<file path="src/shared/lti_pkg.sv">
// shared constants, register map and carrier types of the line threshold
// interrupt block.
// assumes a 32-bit classic wishbone bus with byte addresses on adr.

package lti_pkg;

  // ----------------------------------------------------------------
  // register map: word index, byte address is four times the index
  // ----------------------------------------------------------------
  localparam int unsigned LTI_ADR_W = 8;
  localparam int unsigned LTI_IDX_W = 6;
  localparam logic [5:0] LTI_IDX_LEVEL = 6'h2B;
  localparam logic [5:0] LTI_IDX_CTRL = 6'h2C;
  localparam logic [5:0] LTI_IDX_GIE = 6'h38;
  localparam logic [5:0] LTI_IDX_EVT_STATUS = 6'h39;
  localparam logic [5:0] LTI_IDX_EVT_MASK = 6'h3A;

  // ----------------------------------------------------------------
  // field positions
  // ----------------------------------------------------------------
  localparam int unsigned LTI_CTRL_DIR = 0;
  localparam int unsigned LTI_CTRL_MASK = 1;
  localparam int unsigned LTI_CTRL_SEL = 2;
  localparam int unsigned LTI_CTRL_FLAG = 3;
  localparam int unsigned LTI_GIE_BIT = 0;
  localparam int unsigned LTI_EVT_CROSS = 0;

  // ----------------------------------------------------------------
  // reset values
  // ----------------------------------------------------------------
  localparam logic [7:0] LTI_LEVEL_RST = 8'h00;
  localparam logic [7:0] LTI_RDATA_RST = 8'h00;
  localparam logic LTI_BIT_RST = 1'h0;
  localparam logic LTI_EVT_MASK_RST = 1'h1;

  // ----------------------------------------------------------------
  // carrier types
  // ----------------------------------------------------------------
  typedef struct packed {
    logic cyc;
    logic stb;
    logic we;
    logic [7:0] adr;
    logic [3:0] sel;
    logic [31:0] dat;
  } lti_wb_req_t;

  typedef struct packed {
    logic ack;
    logic [31:0] dat;
  } lti_wb_rsp_t;

  // signed two's complement line readings
  typedef struct packed {
    logic [7:0] loop_current_reading;
    logic [7:0] line_voltage_reading;
  } lti_meas_t;

  typedef enum logic [0:0] {lti_bus_idle, lti_bus_ack} lti_bus_phase_t;

  typedef struct packed {
    lti_bus_phase_t phase;
    logic [7:0] rdata;
    logic [7:0] threshold_level;
    logic compare_direction;
    logic crossing_mask;
    logic source_select;
    logic crossing_flag;
    logic global_interrupt_enable;
    logic event_status;
    logic event_mask;
  } lti_state_t;

  localparam lti_state_t LTI_STATE_RST = '{
    phase: lti_bus_idle,
    rdata: LTI_RDATA_RST,
    threshold_level: LTI_LEVEL_RST,
    compare_direction: LTI_BIT_RST,
    crossing_mask: LTI_BIT_RST,
    source_select: LTI_BIT_RST,
    crossing_flag: LTI_BIT_RST,
    global_interrupt_enable: LTI_BIT_RST,
    event_status: LTI_BIT_RST,
    event_mask: LTI_EVT_MASK_RST
  };

endpackage : lti_pkg

</file>
<file path="src/logic/lti_top.sv">
// line threshold interrupt: wishbone register slave, sticky crossing flag,
// event status with mask, and the interrupt pin.
// assumes a classic wishbone master and readings synchronous to clock.
//
// Contract
// - software programs 8-bit threshold used for compare
// - select bit picks loop current or voltage
// - compare uses absolute value of reading
// - direction zero triggers below the threshold
// - direction one triggers above the threshold
// - crossing sets control bit 3 flag
// - flag stays until software writes zero
// - pin needs flag, mask and global enable; the code also needs event status and event mask set
// - masked crossing sets flag, pin stays low
//
// Implementation choice: the Wishbone interface to the registers.
`timescale 1ns/10ps

module lti_top (
  // clock and reset
  input wire logic clock,
  input wire logic nrst,
  // wishbone slave
  input wire lti_pkg::lti_wb_req_t wb_req,
  output lti_pkg::lti_wb_rsp_t wb_rsp,
  // line readings
  input wire lti_pkg::lti_meas_t meas,
  // interrupt
  output logic interrupt_output_pin
);

  // ----------------------------------------------------------------
  // state and decode
  // ----------------------------------------------------------------
  lti_pkg::lti_state_t state;
  lti_pkg::lti_state_t next_state;
  logic req_on;
  logic commit;
  logic wr_lane;
  logic [5:0] idx;
  logic [7:0] wdat;
  logic [7:0] magnitude;
  logic hit;
  logic flag_clear;
  logic status_read;

  // request qualifiers; commit is the edge at which master sees ack
  assign req_on = wb_req.cyc & wb_req.stb;
  assign commit = req_on & (state.phase == lti_pkg::lti_bus_ack);
  assign wr_lane = wb_req.we & wb_req.sel[0];
  assign idx = wb_req.adr[7:2];
  assign wdat = wb_req.dat[7:0];

  // zero written to the flag bit of the control register
  assign flag_clear = commit & wr_lane & (idx == lti_pkg::LTI_IDX_CTRL)
                      & ~wdat[lti_pkg::LTI_CTRL_FLAG];

  // a status read clears only the bit that it returned, so an event
  // that lands between data capture and ack is kept for the next read
  assign status_read = commit & ~wb_req.we
                       & (idx == lti_pkg::LTI_IDX_EVT_STATUS)
                       & state.rdata[lti_pkg::LTI_EVT_CROSS];

  // ----------------------------------------------------------------
  // comparator
  // ----------------------------------------------------------------
  lti_compare u_compare (
    .meas(meas),
    .source_select(state.source_select),
    .compare_direction(state.compare_direction),
    .threshold_level(state.threshold_level),
    .magnitude(magnitude),
    .hit(hit)
  );

  // ----------------------------------------------------------------
  // read data
  // ----------------------------------------------------------------
  // read mux; unused upper bits and unmapped words read zero
  function automatic logic [7:0] read_mux(
    input lti_pkg::lti_state_t s,
    input logic [5:0] i
  );
    logic [7:0] v;
    v = 8'h00;
    case (i)
      lti_pkg::LTI_IDX_LEVEL:
      begin
        v = s.threshold_level;
      end
      lti_pkg::LTI_IDX_CTRL:
      begin
        v[lti_pkg::LTI_CTRL_DIR] = s.compare_direction;
        v[lti_pkg::LTI_CTRL_MASK] = s.crossing_mask;
        v[lti_pkg::LTI_CTRL_SEL] = s.source_select;
        v[lti_pkg::LTI_CTRL_FLAG] = s.crossing_flag;
      end
      lti_pkg::LTI_IDX_GIE:
      begin
        v[lti_pkg::LTI_GIE_BIT] = s.global_interrupt_enable;
      end
      lti_pkg::LTI_IDX_EVT_STATUS:
      begin
        v[lti_pkg::LTI_EVT_CROSS] = s.event_status;
      end
      lti_pkg::LTI_IDX_EVT_MASK:
      begin
        v[lti_pkg::LTI_EVT_CROSS] = s.event_mask;
      end
      default:
      begin
        v = 8'h00;
      end
    endcase
    return v;
  endfunction : read_mux

  // ----------------------------------------------------------------
  // next state
  // ----------------------------------------------------------------
  // bus phase, register writes, flag and event updates
  always_comb
  begin
    next_state = state;
    case (state.phase)
      lti_pkg::lti_bus_idle:
      begin
        if (req_on)
        begin
          next_state.phase = lti_pkg::lti_bus_ack;
          next_state.rdata = read_mux(state, idx);
        end
      end
      lti_pkg::lti_bus_ack:
      begin
        next_state.phase = lti_pkg::lti_bus_idle;
      end
      default:
      begin
        next_state.phase = lti_pkg::lti_bus_idle;
      end
    endcase
    // writes land at the edge where ack is seen high
    if (commit & wr_lane)
    begin
      case (idx)
        lti_pkg::LTI_IDX_LEVEL:
        begin
          next_state.threshold_level = wdat;
        end
        lti_pkg::LTI_IDX_CTRL:
        begin
          next_state.compare_direction = wdat[lti_pkg::LTI_CTRL_DIR];
          next_state.crossing_mask = wdat[lti_pkg::LTI_CTRL_MASK];
          next_state.source_select = wdat[lti_pkg::LTI_CTRL_SEL];
        end
        lti_pkg::LTI_IDX_GIE:
        begin
          next_state.global_interrupt_enable = wdat[lti_pkg::LTI_GIE_BIT];
        end
        lti_pkg::LTI_IDX_EVT_MASK:
        begin
          next_state.event_mask = wdat[lti_pkg::LTI_EVT_CROSS];
        end
        default:
        begin
          next_state.event_mask = state.event_mask;
        end
      endcase
    end
    // flag: a zero write clears, a crossing sets, the set wins
    if (flag_clear)
    begin
      next_state.crossing_flag = 1'h0;
    end
    if (hit)
    begin
      next_state.crossing_flag = 1'h1;
    end
    // event status: read clears, a new flag rise sets, the set wins
    if (status_read)
    begin
      next_state.event_status = 1'h0;
    end
    if (hit & ~state.crossing_flag)
    begin
      next_state.event_status = 1'h1;
    end
  end

  // ----------------------------------------------------------------
  // state register
  // ----------------------------------------------------------------
  // all control state resets to its constant
  always_ff @(posedge clock or negedge nrst)
  begin
    if (!nrst)
    begin
      state <= lti_pkg::LTI_STATE_RST;
    end
    else
    begin
      state <= next_state;
    end
  end

  // ----------------------------------------------------------------
  // outputs
  // ----------------------------------------------------------------
  // bus answer; upper data bits read zero
  assign wb_rsp.ack = (state.phase == lti_pkg::lti_bus_ack);
  assign wb_rsp.dat = {24'h000000, state.rdata};

  // pin needs flag, mask, global enable and a pending unmasked event
  assign interrupt_output_pin = state.global_interrupt_enable
                                & state.crossing_mask
                                & state.crossing_flag
                                & state.event_status
                                & state.event_mask;

  // ----------------------------------------------------------------
  // checks
  // ----------------------------------------------------------------
  chk_level_write: assert property (
    @(posedge clock) disable iff (!nrst)
    (commit & wr_lane & (idx == lti_pkg::LTI_IDX_LEVEL))
    |=> (state.threshold_level == $past(wb_req.dat[7:0])))
  else $error("threshold level not stored");

  chk_source_pick: assert property (
    @(posedge clock) disable iff (!nrst)
    (!state.source_select && !meas.loop_current_reading[7])
    |-> (magnitude == meas.loop_current_reading))
  else $error("loop current not selected");

  chk_abs_value: assert property (
    @(posedge clock) disable iff (!nrst)
    (state.source_select && meas.line_voltage_reading[7])
    |-> (magnitude == 8'(~meas.line_voltage_reading + 8'h01)))
  else $error("line voltage magnitude wrong");

  chk_below_sets: assert property (
    @(posedge clock) disable iff (!nrst)
    (!state.compare_direction && (magnitude < state.threshold_level))
    |=> state.crossing_flag)
  else $error("falling crossing missed");

  chk_above_sets: assert property (
    @(posedge clock) disable iff (!nrst)
    (state.compare_direction && (magnitude > state.threshold_level))
    |=> state.crossing_flag)
  else $error("rising crossing missed");

  chk_flag_cause: assert property (
    @(posedge clock) disable iff (!nrst)
    $rose(state.crossing_flag) |-> $past(hit))
  else $error("flag rose without crossing");

  chk_flag_sticky: assert property (
    @(posedge clock) disable iff (!nrst)
    (state.crossing_flag && !flag_clear) |=> state.crossing_flag)
  else $error("flag dropped without zero write");

  chk_pin_gated: assert property (
    @(posedge clock) disable iff (!nrst)
    interrupt_output_pin
    |-> (state.crossing_flag && state.crossing_mask
         && state.global_interrupt_enable))
  else $error("pin high without flag, mask and enable");

  chk_masked_quiet: assert property (
    @(posedge clock) disable iff (!nrst)
    (!state.crossing_mask && hit
     && !(commit && wr_lane && (idx == lti_pkg::LTI_IDX_CTRL)))
    |=> (state.crossing_flag && !interrupt_output_pin))
  else $error("masked crossing misbehaved");

  chk_clear_drops: assert property (
    @(posedge clock) disable iff (!nrst)
    (flag_clear && !hit) |=> !interrupt_output_pin)
  else $error("pin stayed high after clear");

  chk_ack_single: assert property (
    @(posedge clock) disable iff (!nrst)
    wb_rsp.ack |=> !wb_rsp.ack)
  else $error("ack held longer than one cycle");

endmodule : lti_top

</file>
<file path="src/logic/lti_compare.sv">
// magnitude compare of the selected line reading against the threshold.
// assumes readings are signed two's complement and stable per clock.
`timescale 1ns/10ps

module lti_compare (
  // line readings
  input wire lti_pkg::lti_meas_t meas,
  // settings
  input wire logic source_select,
  input wire logic compare_direction,
  input wire logic [7:0] threshold_level,
  // results
  output logic [7:0] magnitude,
  output logic hit
);

  // ----------------------------------------------------------------
  // operand pick and absolute value
  // ----------------------------------------------------------------
  logic [7:0] raw;

  // zero picks loop current, one picks line voltage
  assign raw = source_select ? meas.line_voltage_reading
                             : meas.loop_current_reading;

  // minus 128 maps to 8'h80, which is 128 unsigned, so no bit is lost
  assign magnitude = raw[7] ? (~raw + 8'h01) : raw;

  // ----------------------------------------------------------------
  // direction
  // ----------------------------------------------------------------
  // below the level when zero, above it when one
  always_comb
  begin
    if (compare_direction)
    begin
      hit = magnitude > threshold_level;
    end
    else
    begin
      hit = magnitude < threshold_level;
    end
  end

endmodule : lti_compare

</file>
<file path="config.mk">
export PLATFORM = sky130hd
export DESIGN_NAME = lti_top
export DESIGN_NICKNAME = d
export VERILOG_FILES = /design/src/shared/lti_pkg.sv /design/src/logic/lti_top.sv /design/src/logic/lti_compare.sv
export SDC_FILE = /design/constraint.sdc
export NUM_CORES = 1
export LEC_CHECK = 0
export BUFFER_PORTS_ARGS = -buffer_cell sky130_fd_sc_hd__buf_2
export CAP_MARGIN = 20
export CORE_ASPECT_RATIO = 0.5
export CORE_MARGIN = 2
export CORE_UTILIZATION = 46
export DETAILED_ROUTE_END_ITERATION = 8
export PLACE_DENSITY = 0.81
export SLEW_MARGIN = 10
export SYNTH_ARGS = -nofsm -noshare
export SYNTH_HDL_FRONTEND = slang
export SYNTH_HIERARCHICAL = 1
export SYNTH_SLANG_ARGS = --single-unit
</file>
<file path="constraint.sdc">
create_clock -name clock -period 4.59 [get_ports clock]
set_clock_uncertainty 0.15 [all_clocks]
set_input_delay 0.459 -clock clock [delete_from_list [all_inputs] [get_ports clock]]
set_output_delay 0.459 -clock clock [all_outputs]
set_load 0.02 [all_outputs]
</file>
After elaboration in Yosys (flattened, before gate mapping) --
Index checks and enable logic that the tools add are counted. Widths: inputs -> output; s select.
Word-level totals: register bits after elaboration 24, input bits 65, output and inout bits 34
Operators by class: add/subtract/negate cells 1, $lt $le $gt $ge 2, equality and inequality tests 5, mux-type cells 12, bitwise logic cells 19, reduce and logical (&&, ||, !) cells 7
Operators by type and width (count):
- $eq 6x6->1 const B | 5
- $mux 8 | 2
- $and 1x1->1 | 14
- $reduce_and 2->1 | 5
- $mux 9 | 1
- $add 8x1->8 const B | 1
- $gt 8x8->1 | 1
- $lt 8x8->1 | 1
- $not 8->8 | 1
- $pmux 3 s2 | 1
- $mux 1 | 5
- $pmux 1 s5 | 1
- $mux 4 | 1
- $not 1->1 | 4
- $reduce_bool 2->1 | 2
- $pmux 1 s2 | 1

Depth between registers and ports, before layout --
Gate-level depths: netlist (run 1).
word-level depth 8, gate-level depth with buffers 15, mapped depth without buffers 13

Hierarchy --
Netlist (run 1), hierarchy kept.
By module, submodules not included:
- lti_top | instances 1, cells each 128, area each 1346.3 µm², sequential area each 601.8 µm²
- lti_compare | instances 1, cells each 88, area each 608.1 µm², sequential area each 0.0 µm²

Worst setup path before layout (run 1) --
No wires, ideal clock.
path type flip-flop to flip-flop, start point register state[4] (netlist bit), end point register state[1] (netlist bit), data arrival time 2.995 ns, slack 1.362 ns, stages on the path, launching flop included 16, buffers on the path 2, period minus slack after synthesis 3.228 ns, cells stage by stage dfrtp_1 -> buf_2 -> buf_4 -> mux2i_1 -> ha_1 -> o21ai_2 -> nor4_1 -> a311oi_1 -> mux2_2 -> ha_1 -> nand4_1 -> a21oi_1 -> a2111oi_2 -> mux2i_1 -> inv_1 -> o21ai_0
On the way: longest elaborated chain between the ends 8, elaborated cells between the ends (all ways) 10, those cells by class 1 x add/sub; 2 x order compare; 4 x mux; 2 x bitwise; 1 x reduce/logical
RTL lines:
- start, declared | line lti_top.sv:35 | lti_pkg::lti_state_t state;
- start signal, assigned | line lti_top.sv:199 | state <= lti_pkg::LTI_STATE_RST;
- start signal, assigned | line lti_top.sv:203 | state <= next_state;
- $mux 8 (*) | line lti_compare.sv:23 | assign raw = source_select ? meas.line_voltage_reading
- $not 8->8 | line lti_compare.sv:27 | assign magnitude = raw[7] ? (~raw + 8'h01) : raw;
- $add 8x1->8 | line lti_compare.sv:27
- $mux 8 (*) | line lti_compare.sv:27
- net magnitude[6] | line lti_top.sv:42 | logic [7:0] magnitude;
- $lt 8x8->1 or $gt 8x8->1 (tied branches) | line lti_compare.sv:41, lti_compare.sv:37
- $mux 1 (*) | line lti_compare.sv:35 | if (compare_direction)
- net hit | line lti_top.sv:43 | logic hit;
- $and 1x1->1 (*) | line lti_top.sv:185 | if (hit & ~state.crossing_flag)
- $mux 1 or $reduce_bool 2->1 (tied branches)
The timed path passes the listed nets; every way through them passes the cells marked *. A chain may end at the register's enable or synchronous reset.

Worst setup path in the final report (run 1) --
Ends and elaborated chain as after synthesis.

==> results of run 1 <==
worst max path at each step:
stage	from	endpoint
final	state[4]	state[1]
after global routing	state[4]	state[1]
after CTS	state[4]	state[1]
after detailed placement	state[4]	state[1]
after global placement	state[4]	state[1]
after floorplan	state[4]	state[1]
area by class of cell:
| class | count | area share, % |
|---|---|---|
| sequential | 24 | 28.7 |
| multi-input combinational | 166 | 53.5 |
| clock buffer | 4 | 2.15 |
| timing repair buffer | 45 | 10.8 |
| tap | 54 | 3.23 |
| inverter | 9 | 1.61 |
where the power goes:
group / internal, mW / switching [mW] / total, mW
clock network: 0.0620 / 0.0643 / 0.126
registers: 0.214 / 0.00261 / 0.217
logic: 0.0372 / 0.0692 / 0.106
through the flow:
stage	power [mW]	setup slack, ns	area [um2]
floorplan	0.305	1.41	2040
global placement	0.323	1.05	2050
detailed placement	0.327	0.947	2050
CTS	0.451	0.918	2090
global route	0.475	0.546	2090
finish	0.449	0.925	2090
sequential cells by signal, summed over array words and instances (netlist names):
register / flops
state: 15
wb_rsp: 9
routing by layer:
| metal | up-vias | global-route usage (%) | wire (um) |
|---|---|---|---|
| li1 | 787 | - | - |
| met1 | 736 | 25.3 | 1910 |
| met2 | 64 | 30.9 | 1830 |
| met3 | 4 | 2.29 | 252 |
| met4 | 0 | 6.19 | 53 |
| met5 | - | 0 | 0 |
worst max-delay path: cells and delay by family (launching register included):
family | cells | cell delay (ns)
buf+inv | 1 | 0.06
compound gates | 5 | 0.72
simple gates | 2 | 0.29
mux | 3 | 0.97
flops | 1 | 0.83
fa+ha+maj | 2 | 0.56
==> impl_results.md, run 1 <==
* Status: finished clean
* Mean post-synth cell area at just over 9 um2
* Clk root buf: clkbuf_8
* RSZ-0062 raised after global routing: no
* Antenna violations before repair at 0
* CTS tree: yes
* Later-pin clock latency in the skew report at 0.27 ns
* Setup_tns at 0 ns
* Leakage power at approximately 0.99 nW
* Slowest-stage cell, CP: dfrtp_1
* Critical path data arrival time at 3.70 ns
* DRT iter0 DRCs at between 50 and 60
* Die area at approximately 4800 um2
* Fillers at 395
* Routability cong. at 0.848
* Area of the multi-input gates at 1120 um2
* Avg Vias per Cell at 5.27
* CTS-repair resized insts at 0
* Final Cycle Share at 79.8%
* Least-Margin Pin Slew at 0.746 ns
* Clock Tree Buf Depth at 2
* Most frequent cells in the layout: 45 x buf_2, 24 x conb_1, 23 x dfrtp_1
* Crit-path cells: mux2i_1 -> ha_1 -> o21ai_2 -> nor4_1 -> a311oi_1 -> mux2_2 -> ha_1 -> nand4_1 -> a21oi_1 -> a2111oi_2 -> mux2i_1 -> inv_1 -> o21ai_0
* Number of post-CTS setup repair buffers at 0
* DRC Markers at 0
* I/O pin count at 99
* Crit-path max cell delay at 0.83 ns
* CP Class: reg2reg
* Rel. slew slack at between 50% and 60%
* Die X at 96.1 um
* Synthesis Warnings at 6
* R2r setup slk at 0.92 ns
* Hold-fix buffers, CTS at 0
* Hpwl dp at about 3200 um
* WL final at 4050 um
* Slew Limit Fails at 0
* # setup viols final at 0
* CORE AREA at 3980 um2
* Hold Slack at 0.0121 ns
* CTS HTree Levels at 1
* Crit end category: flip-flop
* Post-Syn Instances at about 220
* Sequential cell area at approximately 600 um2
* Number of diodes at 0
* Vias in the first global route at 1535
* Drt wl/cell at 13.4 um
* Aggregate global-route resource usage at 18.7%
* Num CTS Buffers at 3
* Worst-path clk slew at 0.08 ns
* Die H at 50.0 um
* Final Non-Filler Cells at 302
* Final hold vios at 0
* Site row count at 16
* Syn Std Cell Area at around 2000 um2
* Worst Hold Class: in2async
* CTS sink count at 24
* Largest net degree at the start of global routing at 25
* R2R Path Start: state[4]
* P per Cell Area at 215 nW/um2
* Post-layout min period at 3.67 ns
* Worst vdd ir at 0.125 mV
* Commonest non-fill, non-tap cell in the layout: buf_2
* DP Cell Count at around 300
* Proportion of layout cells with a drive suffix above 1 at 28.6%
* Critical R2R Capture: state[1]
* Port Buffers at 45
* Util after Layout at 52.6%
* R2R depth at 13
* First-pass GRT wire length at 6990 um
* Max-cap violations at 0
* WP data required at 4.62 ns
* # nets final at 323
* DR vias at 1591
* Starting Density at a little under 50%
* Area Overhead vs Synth at 7.38%
* Crit-path max FO at 24
* Drt first pass iters at 4
* Max Freq at 273 MHz
* GR Overflow Total at 0
* Post-route ant nets at 0
* CP Launch Type: flip-flop
No activity file was read; power rests on OpenSTA's default activity.
==> inputs of run 2 (changes only) <==
- clock period: 4.59 -> 3.7 ns (I/O delays scaled with it)
==> impl_results.md, run 2 (synthesis gave the netlist of run 1 again) <==
* Crit-path max FO at 11
* Site row count at 16
* CORE AREA at 3980 um2
* Critical path's top delay family: multiplexers
* Antenna violations before repair at 0
* Slowest-stage cell, CP: dfrtp_1
* CP bufs+invs at 2
* R2r setup slk at 0.37 ns
* Port Buffers at 45
* Max reg flops at 15
* Commonest non-fill, non-tap cell in the layout: buf_2
* Crit-path max cell delay at 0.38 ns
* Largest net degree at the start of global routing at 25
* Hold path endpoint: state[11]
* Drt wl/cell at 13.1 um
* Global Route met1 Usage at a little over a quarter
* Most flops, register: state
* Clock Tree Buf Depth at 2
* Most frequent cells in the layout: 45 x buf_2, 24 x conb_1, 23 x dfrtp_1
* Area Overhead vs Synth at 8.66%
* Final hold vios at 0
* Final Cycle Share at 90.0%
* Power share of the combinational group at 23.9%
* Worst Hold Class: in2reg
* Routability cong. at around 0.84
* DR vias at 1627
* RSZ-0062 raised after global routing: no
* Met3 GRT Util at 1.99%
* Number of post-CTS setup repair buffers at 0
* Drt first pass iters at 4
* Critical R2R Capture: state[1]
* P per Cell Area at 263 nW/um2
* Share of total power in sequential cells at 48.1%
* Min-delay src: wb_req[4]
* Slew Limit Fails at 0
* Area of the multi-input gates at around 1100 um2
* # nets final at 326
* GR Overflow Total at 0
* Num CTS Buffers at 3
* Clk network pwr share at 28.0%
* # setup viols final at 0
* Number of diodes at 0
* Crit-path cells: buf_4 -> mux2i_1 -> ha_1 -> o21ai_2 -> nor4_1 -> a311oi_1 -> mux2_2 -> ha_1 -> nand4_1 -> a21oi_1 -> a2111oi_2 -> mux2i_1 -> inv_1 -> o21ai_0
* WL final at 4000 um
* Switching share of total power at 30.2%
* CTS tree: yes
* Vias in the first global route at 1519
* Total power at approximately 560 uW
* Post-layout min period at 3.33 ns
* Later-pin clock latency in the skew report at between 0.2 and 0.3 ns
* Avg Vias per Cell at roughly 5.3
* Starting Density at 49.0%
* Max Freq at 300 MHz
* Pint at 389 uW
* Aggregate global-route resource usage at 18.4%
* Proportion of layout cells with a drive suffix above 1 at 29.1%
* WP data required at 3.73 ns
* CTS sink count at 24
* Fillers at roughly 380
* Die area at slightly below 5000 um2
* Worst vdd ir at approximately 0.13 mV
* Top Usage Layer GRT: met2
* CP Launch Type: flip-flop
* CP Class: reg2reg
* Hold Slack at ~0.17 ns
* Die X at 96.1 um
* WHS Path Cells at 2
* Rel. slew slack at 52.0%
* Post-route ant nets at 0
* Crit end category: flip-flop
* Critical path data arrival time at 3.36 ns
* Worst-path clk slew at 0.08 ns
* Clk root buf: clkbuf_8
* Max-cap violations at 0
* I/O pin count at a little under 100
* Hpwl dp at 3180 um
* DRC Markers at 0
* Status: finished clean
* Sequential cell area at 602 um2
* Least-Margin Pin Slew at 0.718 ns
* Die H at 50.0 um
* Met2 GRT Util at 29.7%
* Leakage power at approximately 1 nW
* Setup_tns at 0 ns
* R2R depth at 14
* CTS HTree Levels at 1
* First-pass GRT wire length at 7020 um
* DRT iter0 DRCs at 56
* Psw at around 170 uW
* R2R Path Start: state[4]
run 2: cell types whose count changed in the layout (fill, tap and decap cells not counted):
cell           change
dlygate4sd3_1      +1
buf_4              +2
run 2: power groups by stage:
stage                     sequential, mW  combinational, mW  clock, mW
after floorplan                    0.273              0.105          0
after global placement             0.274              0.127          0
after detailed placement           0.274              0.132          0
after CTS                          0.269              0.133      0.161
after global routing               0.269              0.150      0.173
final                              0.269              0.133      0.156
run 2: per-stage QoR:
stage               util [%]  cells  setup slack, ns  cell area [um2]
CTS                     53.2    305            0.409             2120
global placement        51.8    300            0.512             2060
detailed placement      51.8    300            0.420             2060
finish                  53.2    305            0.371             2120
global route            53.2    305            0.100             2120
floorplan                  -    238            0.519             2040
run 2: what timing repair did:
| action | in CTS | in global routing |
|---|---|---|
| endpoints found under the hold margin | 23 | 0 |
| endpoints found under the setup margin | 0 | 0 |
| gates resized for setup | 0 | 0 |
| hold buffers | 1 | 0 |
run 2: worst reg2reg max path, stage by stage (launching register included):
cell and delay (ns):
dfrtp_1 0.38, buf_4 0.18, mux2i_1 0.24, ha_1 0.25
o21ai_2 0.12, nor4_1 0.20, a311oi_1 0.09, mux2_2 0.29
ha_1 0.30, nand4_1 0.12, a21oi_1 0.06, a2111oi_2 0.31
mux2i_1 0.34, inv_1 0.07, o21ai_0 0.14
run 2: layer usage:
| layer | vias to the layer above | routed length (um) | part of all wire, % |
|---|---|---|---|
| met4 | 0 | 29 | 0.73 |
| li1 | 791 | - | - |
| met3 | 2 | 199 | 5.0 |
| met2 | 59 | 1800 | 45 |
| met5 | - | 0 | 0 |
| met1 | 775 | 1970 | 49 |
run 2: final cells by class:
cell class	count	share of cell area (%)
Multi-Input combinational cell	166	52.9
Sequential cell	24	28.4
Timing Repair Buffer	48	11.8
Tap cell	54	3.19
Clock buffer	4	2.13
Inverter	9	1.59
run 2: worst max-delay path by stage:
| stage | startpoint | end | slack, ns | depth (start not counted) |
|---|---|---|---|---|
| 3_3_place_gp | state[4] | state[1] | 0.51 | 14 |
| 4_1_cts | state[4] | state[1] | 0.41 | 14 |
| 3_5_place_dp | state[4] | state[1] | 0.42 | 14 |
| 2_1_floorplan | state[4] | state[1] | 0.52 | 15 |
| 5_1_grt | state[4] | state[1] | 0.1 | 14 |
| 6_report | state[4] | state[1] | 0.37 | 14 |
